### config.mk
export PLATFORM = sky130hd
export DESIGN_NAME = ddg_top
export DESIGN_NICKNAME = d
export VERILOG_FILES = /design/src/hdl/ddg_pkg.sv /design/src/hdl/ddg_loop_cfg.sv /design/src/hdl/ddg_top.sv
export SDC_FILE = /design/constraint.sdc
export NUM_CORES = 1
export LEC_CHECK = 0
export BUFFER_PORTS_ARGS = -buffer_cell sky130_fd_sc_hd__buf_4
export CORE_ASPECT_RATIO = 0.8
export CORE_UTILIZATION = 43
export CTS_CLUSTER_SIZE = 40
export DETAILED_ROUTE_END_ITERATION = 6
export PLACE_DENSITY_LB_ADDON = 0.2
export SYNTH_ARGS = -nofsm -noshare
export SYNTH_HDL_FRONTEND = slang
export SYNTH_SLANG_ARGS = --single-unit
### constraint.sdc
create_clock -name CLK_IN -period 1.96 [get_ports CLK_IN]
set_input_delay 0.098 -clock CLK_IN [delete_from_list [all_inputs] [get_ports CLK_IN]]
set_output_delay 0.098 -clock CLK_IN [all_outputs]
set_load 0.02 [all_outputs]
### src/hdl/ddg_pkg.sv
// package: register map and field layout for loop damping and gain configuration
package ddg_pkg;
  // register indices; the apb byte address is four times the index
  localparam logic [7:0] AUX_DAMP_IDX     = 8'h6A;
  localparam logic [7:0] OUT_DAMP_IDX     = 8'h6B;
  localparam logic [7:0] AUX_GAIN_EN_IDX  = 8'h6C;
  localparam logic [7:0] OUT_GAIN_EN_IDX  = 8'h6D;
  localparam logic [9:0] AUX_DAMP_ADDR    = {AUX_DAMP_IDX, 2'b00};
  localparam logic [9:0] OUT_DAMP_ADDR    = {OUT_DAMP_IDX, 2'b00};
  localparam logic [9:0] AUX_GAIN_EN_ADDR = {AUX_GAIN_EN_IDX, 2'b00};
  localparam logic [9:0] OUT_GAIN_EN_ADDR = {OUT_GAIN_EN_IDX, 2'b00};
  // field layout
  localparam int DAMP_LSB = 0;
  localparam int DAMP_MSB = 2;
  localparam int GAIN_LSB = 4;
  localparam int GAIN_MSB = 6;
  localparam int EN_BIT   = 7;
  // writable bits of a damping register: 7 and 3 are unused
  localparam logic [7:0] DAMP_WMASK = 8'h77;
  // reset values
  localparam logic [7:0] AUX_DAMP_RST = 8'h13;
  localparam logic [7:0] OUT_DAMP_RST = 8'h13;
  localparam logic [7:0] GAIN_EN_RST  = 8'h00;
  // damping codes
  localparam logic [2:0] DAMP_MIN     = 3'h1;
  localparam logic [2:0] DAMP_MAX     = 3'h5;
  localparam logic [2:0] DAMP_DEFAULT = 3'h3;
endpackage

### src/hdl/ddg_loop_cfg.sv
// one loop's damping register with gated low-rate gain output
`timescale 1ns/1ps
`default_nettype none
module ddg_loop_cfg
  import ddg_pkg::*;
#(
  parameter logic [7:0] RST_VAL = 8'h13
) (
  input  wire logic       clk_in,
  input  wire logic       rst_n_in,
  input  wire logic       wr_in,
  input  wire logic [7:0] wdata_in,
  input  wire logic       gain_en_in,
  output logic [7:0]      reg_out,
  output logic [2:0]      damp_out,
  output logic [2:0]      gain_out,
  output logic            gain_valid_out
);
  logic [7:0] cfg_reg;
  logic [7:0] cfg_next;
  logic [2:0] damp_reg;
  logic [2:0] damp_next;
  logic [2:0] gain_reg;
  logic [2:0] gain_next;
  logic       gv_reg;
  logic       gv_next;

  // a reset value with unused bits or an unused code would disagree with the loop outputs
  if ((RST_VAL & ~DAMP_WMASK) != 8'h00 || RST_VAL[DAMP_MSB:DAMP_LSB] < DAMP_MIN ||
      RST_VAL[DAMP_MSB:DAMP_LSB] > DAMP_MAX) begin : g_bad_rst_val
    $error("reset value not usable for a damping register");
  end

  // next values; unused bits never store, so they read zero
  always_comb begin
    cfg_next = cfg_reg;
    if (wr_in) begin
      cfg_next = wdata_in & DAMP_WMASK;
    end
    damp_next = cfg_reg[DAMP_MSB:DAMP_LSB];
    // unused codes stay in the register only; loop falls back to default code
    if (cfg_reg[DAMP_MSB:DAMP_LSB] < DAMP_MIN || cfg_reg[DAMP_MSB:DAMP_LSB] > DAMP_MAX) begin
      damp_next = DAMP_DEFAULT;
    end
    gv_next   = gain_en_in;
    gain_next = gain_en_in ? cfg_reg[GAIN_MSB:GAIN_LSB] : 3'h0;
  end

  // registers; outputs come from flops to keep timing clean into the loop
  always_ff @(posedge clk_in or negedge rst_n_in) begin
    if (!rst_n_in) begin
      cfg_reg  <= RST_VAL;
      damp_reg <= RST_VAL[DAMP_MSB:DAMP_LSB];
      gain_reg <= 3'h0;
      gv_reg   <= 1'b0;
    end else begin
      cfg_reg  <= cfg_next;
      damp_reg <= damp_next;
      gain_reg <= gain_next;
      gv_reg   <= gv_next;
    end
  end

  assign reg_out        = cfg_reg;
  assign damp_out       = damp_reg;
  assign gain_out       = gain_reg;
  assign gain_valid_out = gv_reg;
endmodule
`default_nettype wire

### src/hdl/ddg_top.sv
// apb register bank for loop damping and low-rate analog gain configuration
// How it works
// - aux loop damping register, read/write, resets 0x13
// - damping codes 001..101 valid, others unused
// - damping resets to code 011
// - output loop damping register, same encoding
// - bits 6..4 set low-rate analog gain
// - output gain used only when 6D bit7
// - aux gain used only when 6C bit7
//
// The implementer's own choice: the APB slave port.
`timescale 1ns/1ps
`default_nettype none
module ddg_top
  import ddg_pkg::*;
(
  // clock and reset
  input  wire logic       CLK_IN,
  input  wire logic       RST_N_IN,
  // apb slave
  input  wire logic       PSEL_IN,
  input  wire logic       PENABLE_IN,
  input  wire logic       PWRITE_IN,
  input  wire logic [9:0] PADDR_IN,
  input  wire logic [31:0] PWDATA_IN,
  input  wire logic [3:0] PSTRB_IN,
  output logic [31:0]     PRDATA_OUT,
  output logic            PREADY_OUT,
  output logic            PSLVERR_OUT,
  // transmit output loop
  output logic [2:0]      OUTPUT_LOOP_DAMPING_SEL_OUT,
  output logic [2:0]      OUTPUT_LOWRATE_ANALOG_GAIN_OUT,
  output logic            OUTPUT_GAIN_ACTIVE_OUT,
  // auxiliary loop
  output logic [2:0]      AUX_LOOP_DAMPING_SEL_OUT,
  output logic [2:0]      AUX_LOWRATE_ANALOG_GAIN_OUT,
  output logic            AUX_GAIN_ACTIVE_OUT
);
  logic        setup;
  logic        access;
  logic        wr_commit;
  logic        wr_aux_damp;
  logic        wr_out_damp;
  logic        wr_aux_en;
  logic        wr_out_en;
  logic [7:0]  aux_reg_val;
  logic [7:0]  out_reg_val;
  logic [7:0]  aux_en_reg;
  logic [7:0]  aux_en_next;
  logic [7:0]  out_en_reg;
  logic [7:0]  out_en_next;
  logic [31:0] rdata_reg;
  logic [31:0] rdata_next;
  logic        ready_reg;
  logic        ready_next;
  logic        err_reg;
  logic        err_next;

  // address decode, used by both write and read paths
  function automatic logic hit(input logic [9:0] a, input logic [9:0] base);
    return a == base;
  endfunction

  function automatic logic mapped(input logic [9:0] a);
    return hit(a, AUX_DAMP_ADDR) || hit(a, OUT_DAMP_ADDR) || hit(a, AUX_GAIN_EN_ADDR) || hit(a, OUT_GAIN_EN_ADDR);
  endfunction

  // no wait state: answer in the first access cycle after setup
  assign setup  = PSEL_IN && !PENABLE_IN;
  // a write lands only at the edge that completes the access, never at setup
  assign access    = PSEL_IN && PENABLE_IN && ready_reg;
  assign wr_commit = access && PWRITE_IN && PSTRB_IN[0];

  // per-register write strobes; unmapped words match none, so nothing is written
  assign wr_aux_damp = wr_commit && hit(PADDR_IN, AUX_DAMP_ADDR);
  assign wr_out_damp = wr_commit && hit(PADDR_IN, OUT_DAMP_ADDR);
  assign wr_aux_en   = wr_commit && hit(PADDR_IN, AUX_GAIN_EN_ADDR);
  assign wr_out_en   = wr_commit && hit(PADDR_IN, OUT_GAIN_EN_ADDR);

  // gain enable registers; only bit 7 is kept, others read zero
  always_comb begin
    aux_en_next = aux_en_reg;
    out_en_next = out_en_reg;
    if (wr_aux_en) begin
      aux_en_next = {PWDATA_IN[EN_BIT], 7'h00};
    end
    if (wr_out_en) begin
      out_en_next = {PWDATA_IN[EN_BIT], 7'h00};
    end
  end

  always_ff @(posedge CLK_IN or negedge RST_N_IN) begin
    if (!RST_N_IN) begin
      aux_en_reg <= GAIN_EN_RST;
      out_en_reg <= GAIN_EN_RST;
    end else begin
      aux_en_reg <= aux_en_next;
      out_en_reg <= out_en_next;
    end
  end

  // the two damping registers share one layout
  ddg_loop_cfg #(
    .RST_VAL (AUX_DAMP_RST)
  ) u_aux (
    .clk_in         (CLK_IN),
    .rst_n_in       (RST_N_IN),
    .wr_in          (wr_aux_damp),
    .wdata_in       (PWDATA_IN[7:0]),
    .gain_en_in     (aux_en_reg[EN_BIT]),
    .reg_out        (aux_reg_val),
    .damp_out       (AUX_LOOP_DAMPING_SEL_OUT),
    .gain_out       (AUX_LOWRATE_ANALOG_GAIN_OUT),
    .gain_valid_out (AUX_GAIN_ACTIVE_OUT)
  );

  ddg_loop_cfg #(
    .RST_VAL (OUT_DAMP_RST)
  ) u_out (
    .clk_in         (CLK_IN),
    .rst_n_in       (RST_N_IN),
    .wr_in          (wr_out_damp),
    .wdata_in       (PWDATA_IN[7:0]),
    .gain_en_in     (out_en_reg[EN_BIT]),
    .reg_out        (out_reg_val),
    .damp_out       (OUTPUT_LOOP_DAMPING_SEL_OUT),
    .gain_out       (OUTPUT_LOWRATE_ANALOG_GAIN_OUT),
    .gain_valid_out (OUTPUT_GAIN_ACTIVE_OUT)
  );

  // bus answer; read data captured at setup, valid with pready
  always_comb begin
    ready_next = setup;
    err_next   = setup && !mapped(PADDR_IN);
    rdata_next = 32'h0000_0000;
    if (setup && !PWRITE_IN) begin
      unique case (1'b1)
        hit(PADDR_IN, AUX_DAMP_ADDR):    rdata_next = {24'h00_0000, aux_reg_val};
        hit(PADDR_IN, OUT_DAMP_ADDR):    rdata_next = {24'h00_0000, out_reg_val};
        hit(PADDR_IN, AUX_GAIN_EN_ADDR): rdata_next = {24'h00_0000, aux_en_reg};
        hit(PADDR_IN, OUT_GAIN_EN_ADDR): rdata_next = {24'h00_0000, out_en_reg};
        default:                         rdata_next = 32'h0000_0000;
      endcase
    end
  end

  always_ff @(posedge CLK_IN or negedge RST_N_IN) begin
    if (!RST_N_IN) begin
      rdata_reg <= 32'h0000_0000;
      ready_reg <= 1'b0;
      err_reg   <= 1'b0;
    end else begin
      rdata_reg <= rdata_next;
      ready_reg <= ready_next;
      err_reg   <= err_next;
    end
  end

  assign PRDATA_OUT  = rdata_reg;
  assign PREADY_OUT  = ready_reg;
  assign PSLVERR_OUT = err_reg;
endmodule
`default_nettype wire

Word level (Yosys, flattened, before mapping)
Cells that the tools add are included.
Operators by class
  muxes and demuxes: 6
  eq/ne operators: 4
  order comparisons: 4
  reduce and logical (&&, ||, !) cells: 19
Operators by type and width (number)
  $eq 10x9->1 const B: 4
  $mux 32: 1
  $pmux 8 s4: 1
  $mux 3: 4
  $logic_and 1x1->1: 11
  $gt 3x3->1 const B: 2
  $lt 3x1->1 const B: 2
  $logic_or 1x1->1: 5
  $logic_not 1->1: 3
Storage, ports and cells
  output and inout port bits: 48
  register bits: 62

Logic depth before layout (Yosys ltp)
  word-level depth: 6
  mapped depth: 4

Hierarchy
A second synthesis with hierarchy kept.
Unflattened totals
  cells, all modules: 141
  area total of the unflattened synthesis: 1799.2 um2
Modules (own cells, without submodules)
  ddg_loop_cfg: instances 2, area each 498.0 um2, cells each 30
  ddg_top: instances 1, area each 803.3 um2, cells each 81

Worst setup path after synthesis
Ideal clock, no wire load.
  path kind: register to register
  start: reg ready_reg, in the netlist PREADY_OUT
  end: reg u_aux.cfg_reg[2], in the netlist u_aux.reg_out[2]
  cell stages (with the launch flop): 4
  required time: 1833 ps
  setup slack: 360 ps
  arrival time: 1472 ps
  period minus slack after synthesis: 1600 ps
  library setup time: 127 ps
  buffers on the path: 0
  cells stage by stage: dfrtp_1 -> nand4_1 -> nor4_4 -> mux2_1
On the way
  word-level cells in the longest chain between the ends: 4
Ends and longest elaborated chain
  from (decl): line ddg_top.sv:54  | logic ready_reg;
  from (signal assigned): line ddg_top.sv:154  | ready_reg <= ready_next;
  $logic_and 1x1->1: line ddg_top.sv:71  | assign access = PSEL_IN && PENABLE_IN && ready_reg;
  $logic_and 1x1->1 (2 in series): line ddg_top.sv:72  | assign wr_commit = access && PWRITE_IN && PSTRB_IN[0];
  $logic_and 1x1->1: line ddg_top.sv:75  | assign wr_aux_damp = wr_commit && hit(PADDR_IN, AUX_DAMP_ADDR);
  to (signal assigned): line ddg_loop_cfg.sv:57  | cfg_reg <= cfg_next;
  to (decl): line ddg_loop_cfg.sv:19  | logic [7:0] cfg_reg;
Every way passes these cells.
A chain may end at the register's enable or synchronous reset.

Worst setup path after layout
  start: in PENABLE_IN
  end: reg rdata_reg[1], in the netlist PRDATA_OUT[1]
On the way
  word-level cells in the longest chain between the ends: 4
Ends and longest elaborated chain
  from (decl): line ddg_top.sv:22  | input wire logic PENABLE_IN,
  $logic_not 1->1: line ddg_top.sv:69  | assign setup = PSEL_IN && !PENABLE_IN;
  $logic_and 1x1->1: line ddg_top.sv:69
  $logic_and 1x1->1: line ddg_top.sv:136  | if (setup && !PWRITE_IN) begin
  $mux 32: line ddg_top.sv:136
  via rdata_next[1]: line ddg_top.sv:53  | logic [31:0] rdata_next;
  to (signal assigned): line ddg_top.sv:153  | rdata_reg <= rdata_next;
  to (decl): line ddg_top.sv:52  | logic [31:0] rdata_reg;
The timed path passes the listed nets, and every way through them passes these cells.

==> impl_metrics.toml <==
[global_routing]
grt_usage_pct = 15.0
grt_max_degree = 38
antenna_found_initial = 0
grt_pass1_wl_um = 4460
gr-total-overflow = 0
grt_pass1_vias = 959

[sta]
final_max_slew_viol_count = 0
hold_violations = 0
timing.fmax_mhz = 595
fin_skew_ns = 0.00114
setup_viol = 0
setup_tns_ns = 0
min_period_over_period_pct = 85.8
rsz0062_at_grt = "no"
fin_crit_ns = 1.68

[clock_network]
cts_buffer_depth = 2
h-tree-depth = 2
numCtsBuffers = 5
cts_hold_buf = 2
cts.clk_slew.worst_paths_ns = 0.07
cts_tree = "built"
postCtsSetupBuffers = 0
clkLatencyLatePin_ns = 0.29
clockRootBuffer = "clkbuf_8"
clock_sinks = 37
postCtsResizedCells = 0

[layout]
largest_reg_flops = 7
final_util_pct = 58.2
area_delta_synth_final_pct = 24.2
nets = 230
final_common_cell = "buf_4"
insertedDiodeCount = 0
layout_common_cells = "47 x buf_4, 27 x dfrtp_1, 25 x conb_1, 13 x mux2_1, 10 x dfstp_2"
drive_above_1_share_pct = 38.9

[floorplanning]
fp.dieH_um = 58.0
core_area_um2 = 3590
die-width_um = 71.9
start_util_pct = 46.9
ios = 99
row_count = 19
fp.dieArea_um2 = 4170

[critical_path]
cp-end-kind = "flip-flop"
reg2reg_slack_ns = 0.39
worst_ep_arrival_time_ns = 1.90
critPathLaunchType = "input port"
rr_startpoint = "PREADY_OUT$_DFF_PN0_"
path_cells = "dlygate4sd3_1, buf_4, or3b_1, or4_4, nor2_1"
critical_path.slowest_cell = "dlygate4sd3_1"
worstPathBufferInverterCount = 2
rr_worst_depth = 3
r2r-end = "out_en_reg[7]$_DFFE_PN0P_"
critical_path_class = "input port to flip-flop"
cp.required_ns = 2.18
cp_top_family = "simple AND/OR/NAND/NOR gates"
cp_slowest_stage_delay_ns = 0.55
worstPathMaxFanout = 5

[min_path]
min_path_cells = 2
hp-class = "input port to flip-flop"
worstHoldStart = "PWDATA_IN[7]"
whs_endpoint = "aux_en_reg[7]$_DFFE_PN0P_"

[detailed_routing]
drc = 0
wl_met3_um = 211
vias = 1043
dr.max_layer_used = "met4"
drtPass1Iterations = 4
first_iter_violations = 32
wl_per_cell_um = 12.3
vias_per_cell = 4.50
wl_met2_um = 1310
wl_met1_um = 1260
routed_wl_um = 2840
ant_nets = 0

[power]
power_density_nw_per_um2 = 672
vdd_drop_max_mv = 0.277
power.static_leakage_uw = 0.00107

[synth]
synth_seq_cells = 37
syn_inst = 126
synthDistinctLibCells = 24
synth_seq_area_share_pct = 55.8
synth.avg_cell_area_um2 = 13.4
netlist_area_um2 = 1680
yosysWarningCount = 0

[placed_design]
gp_congestion = 0.774
dp_hpwl_um = 2050
io_buffers = 45

[job]
drv_cap = 0

[status]
outcome = "finished, final reports clean"
[stage by stage]
step / setup WS (ns) / hold WS [ns] / instance area (µm²) / cells / power [µW]
after global routing: 0.223 / 0.0258 / 2090 / 232 / 1460
after floorplan: 0.360 / -0.198 / 1770 / 150 / 888
after detailed placement: 0.253 / 0.0789 / 1990 / 222 / 909
after CTS: 0.297 / 0.0247 / 2090 / 232 / 1420
final: 0.278 / 0.0330 / 2090 / 232 / 1400
after global placement: 0.265 / 0.0666 / 1990 / 222 / 906
[report_power, final]
| part | total [µW] | switching (µW) | internal, µW |
|---|---|---|---|
| clock | 507 | 261 | 246 |
| combinational | 130 | 85.6 | 44.2 |
| sequential | 768 | 1.01 | 767 |
[kinds of logic (layout without fill, tap and decap cells)]
| logic type | after synthesis | after routing | share of synthesized area (%) |
|---|---|---|---|
| flops | 37 | 37 | 55.8 |
| simple gates | 35 | 35 | 16.1 |
| buf+inv | 27 | 57 | 12.1 |
| mux | 21 | 21 | 13.5 |
| compound gates | 5 | 5 | 2.23 |
| other cells | 1 | 25 | 0.223 |
[worst reg2reg max path, cell delays in order, from the launching register on]
cell     delay (ns)
dfrtp_1        0.35
nand4_1        0.28
nor4_1         0.46
mux2_2         0.38
[routing by layer]
layer / vias to the layer above / GRT usage (%)
met5: - / 0
met4: 0 / 8.40
li1: 490 / -
met1: 491 / 18.5
met3: 7 / 5.22
met2: 55 / 23.2
[final cells by class]
type / count / area (µm²)
clock inverters: 2 / 10.0
clock buffers: 6 / 72.6
flip-flops and latches: 37 / 938
well taps: 52 / 65.1
multi-input cells: 86 / 631
repair buffers: 49 / 373
fillers: 314 / 1500
[worst max path at each step]
stage                    startpoint  cells after the start                      endpoint  slack, ns
6_report                 PENABLE_IN                      5       PRDATA_OUT[1]$_DFF_PN0_       0.28
5_1_grt                  PENABLE_IN                      5     out_en_reg[7]$_DFFE_PN0P_       0.22
4_1_cts                  PENABLE_IN                      5       PRDATA_OUT[1]$_DFF_PN0_       0.30
3_5_place_dp            PADDR_IN[1]                      5  u_aux.reg_out[5]$_DFFE_PN0P_       0.25
3_3_place_gp            PADDR_IN[1]                      4     out_en_reg[7]$_DFFE_PN0P_       0.27
2_1_floorplan  PREADY_OUT$_DFF_PN0_                      3  u_aux.reg_out[2]$_DFFE_PN0P_       0.36
[synth_stat cells, drive strengths merged]
master   number  area share, %
nand4         1           0.37
nand4b        2            1.0
mux2         14            9.4
nand4bb       3            2.3
dfrtp        27             40
nor4          6            4.0
nor2          5            1.1
nand2b        2           0.74
dfstp        10             16
or2           1           0.37
or3b          2            1.0
and2          6            2.2
or4           1           0.67
nor2b         6            2.2
mux2i         7            4.2
a211oi        1           0.45
conb          1           0.22
buf          27             12
o21bai        4            1.8
(Power assumes the default switching activity.)
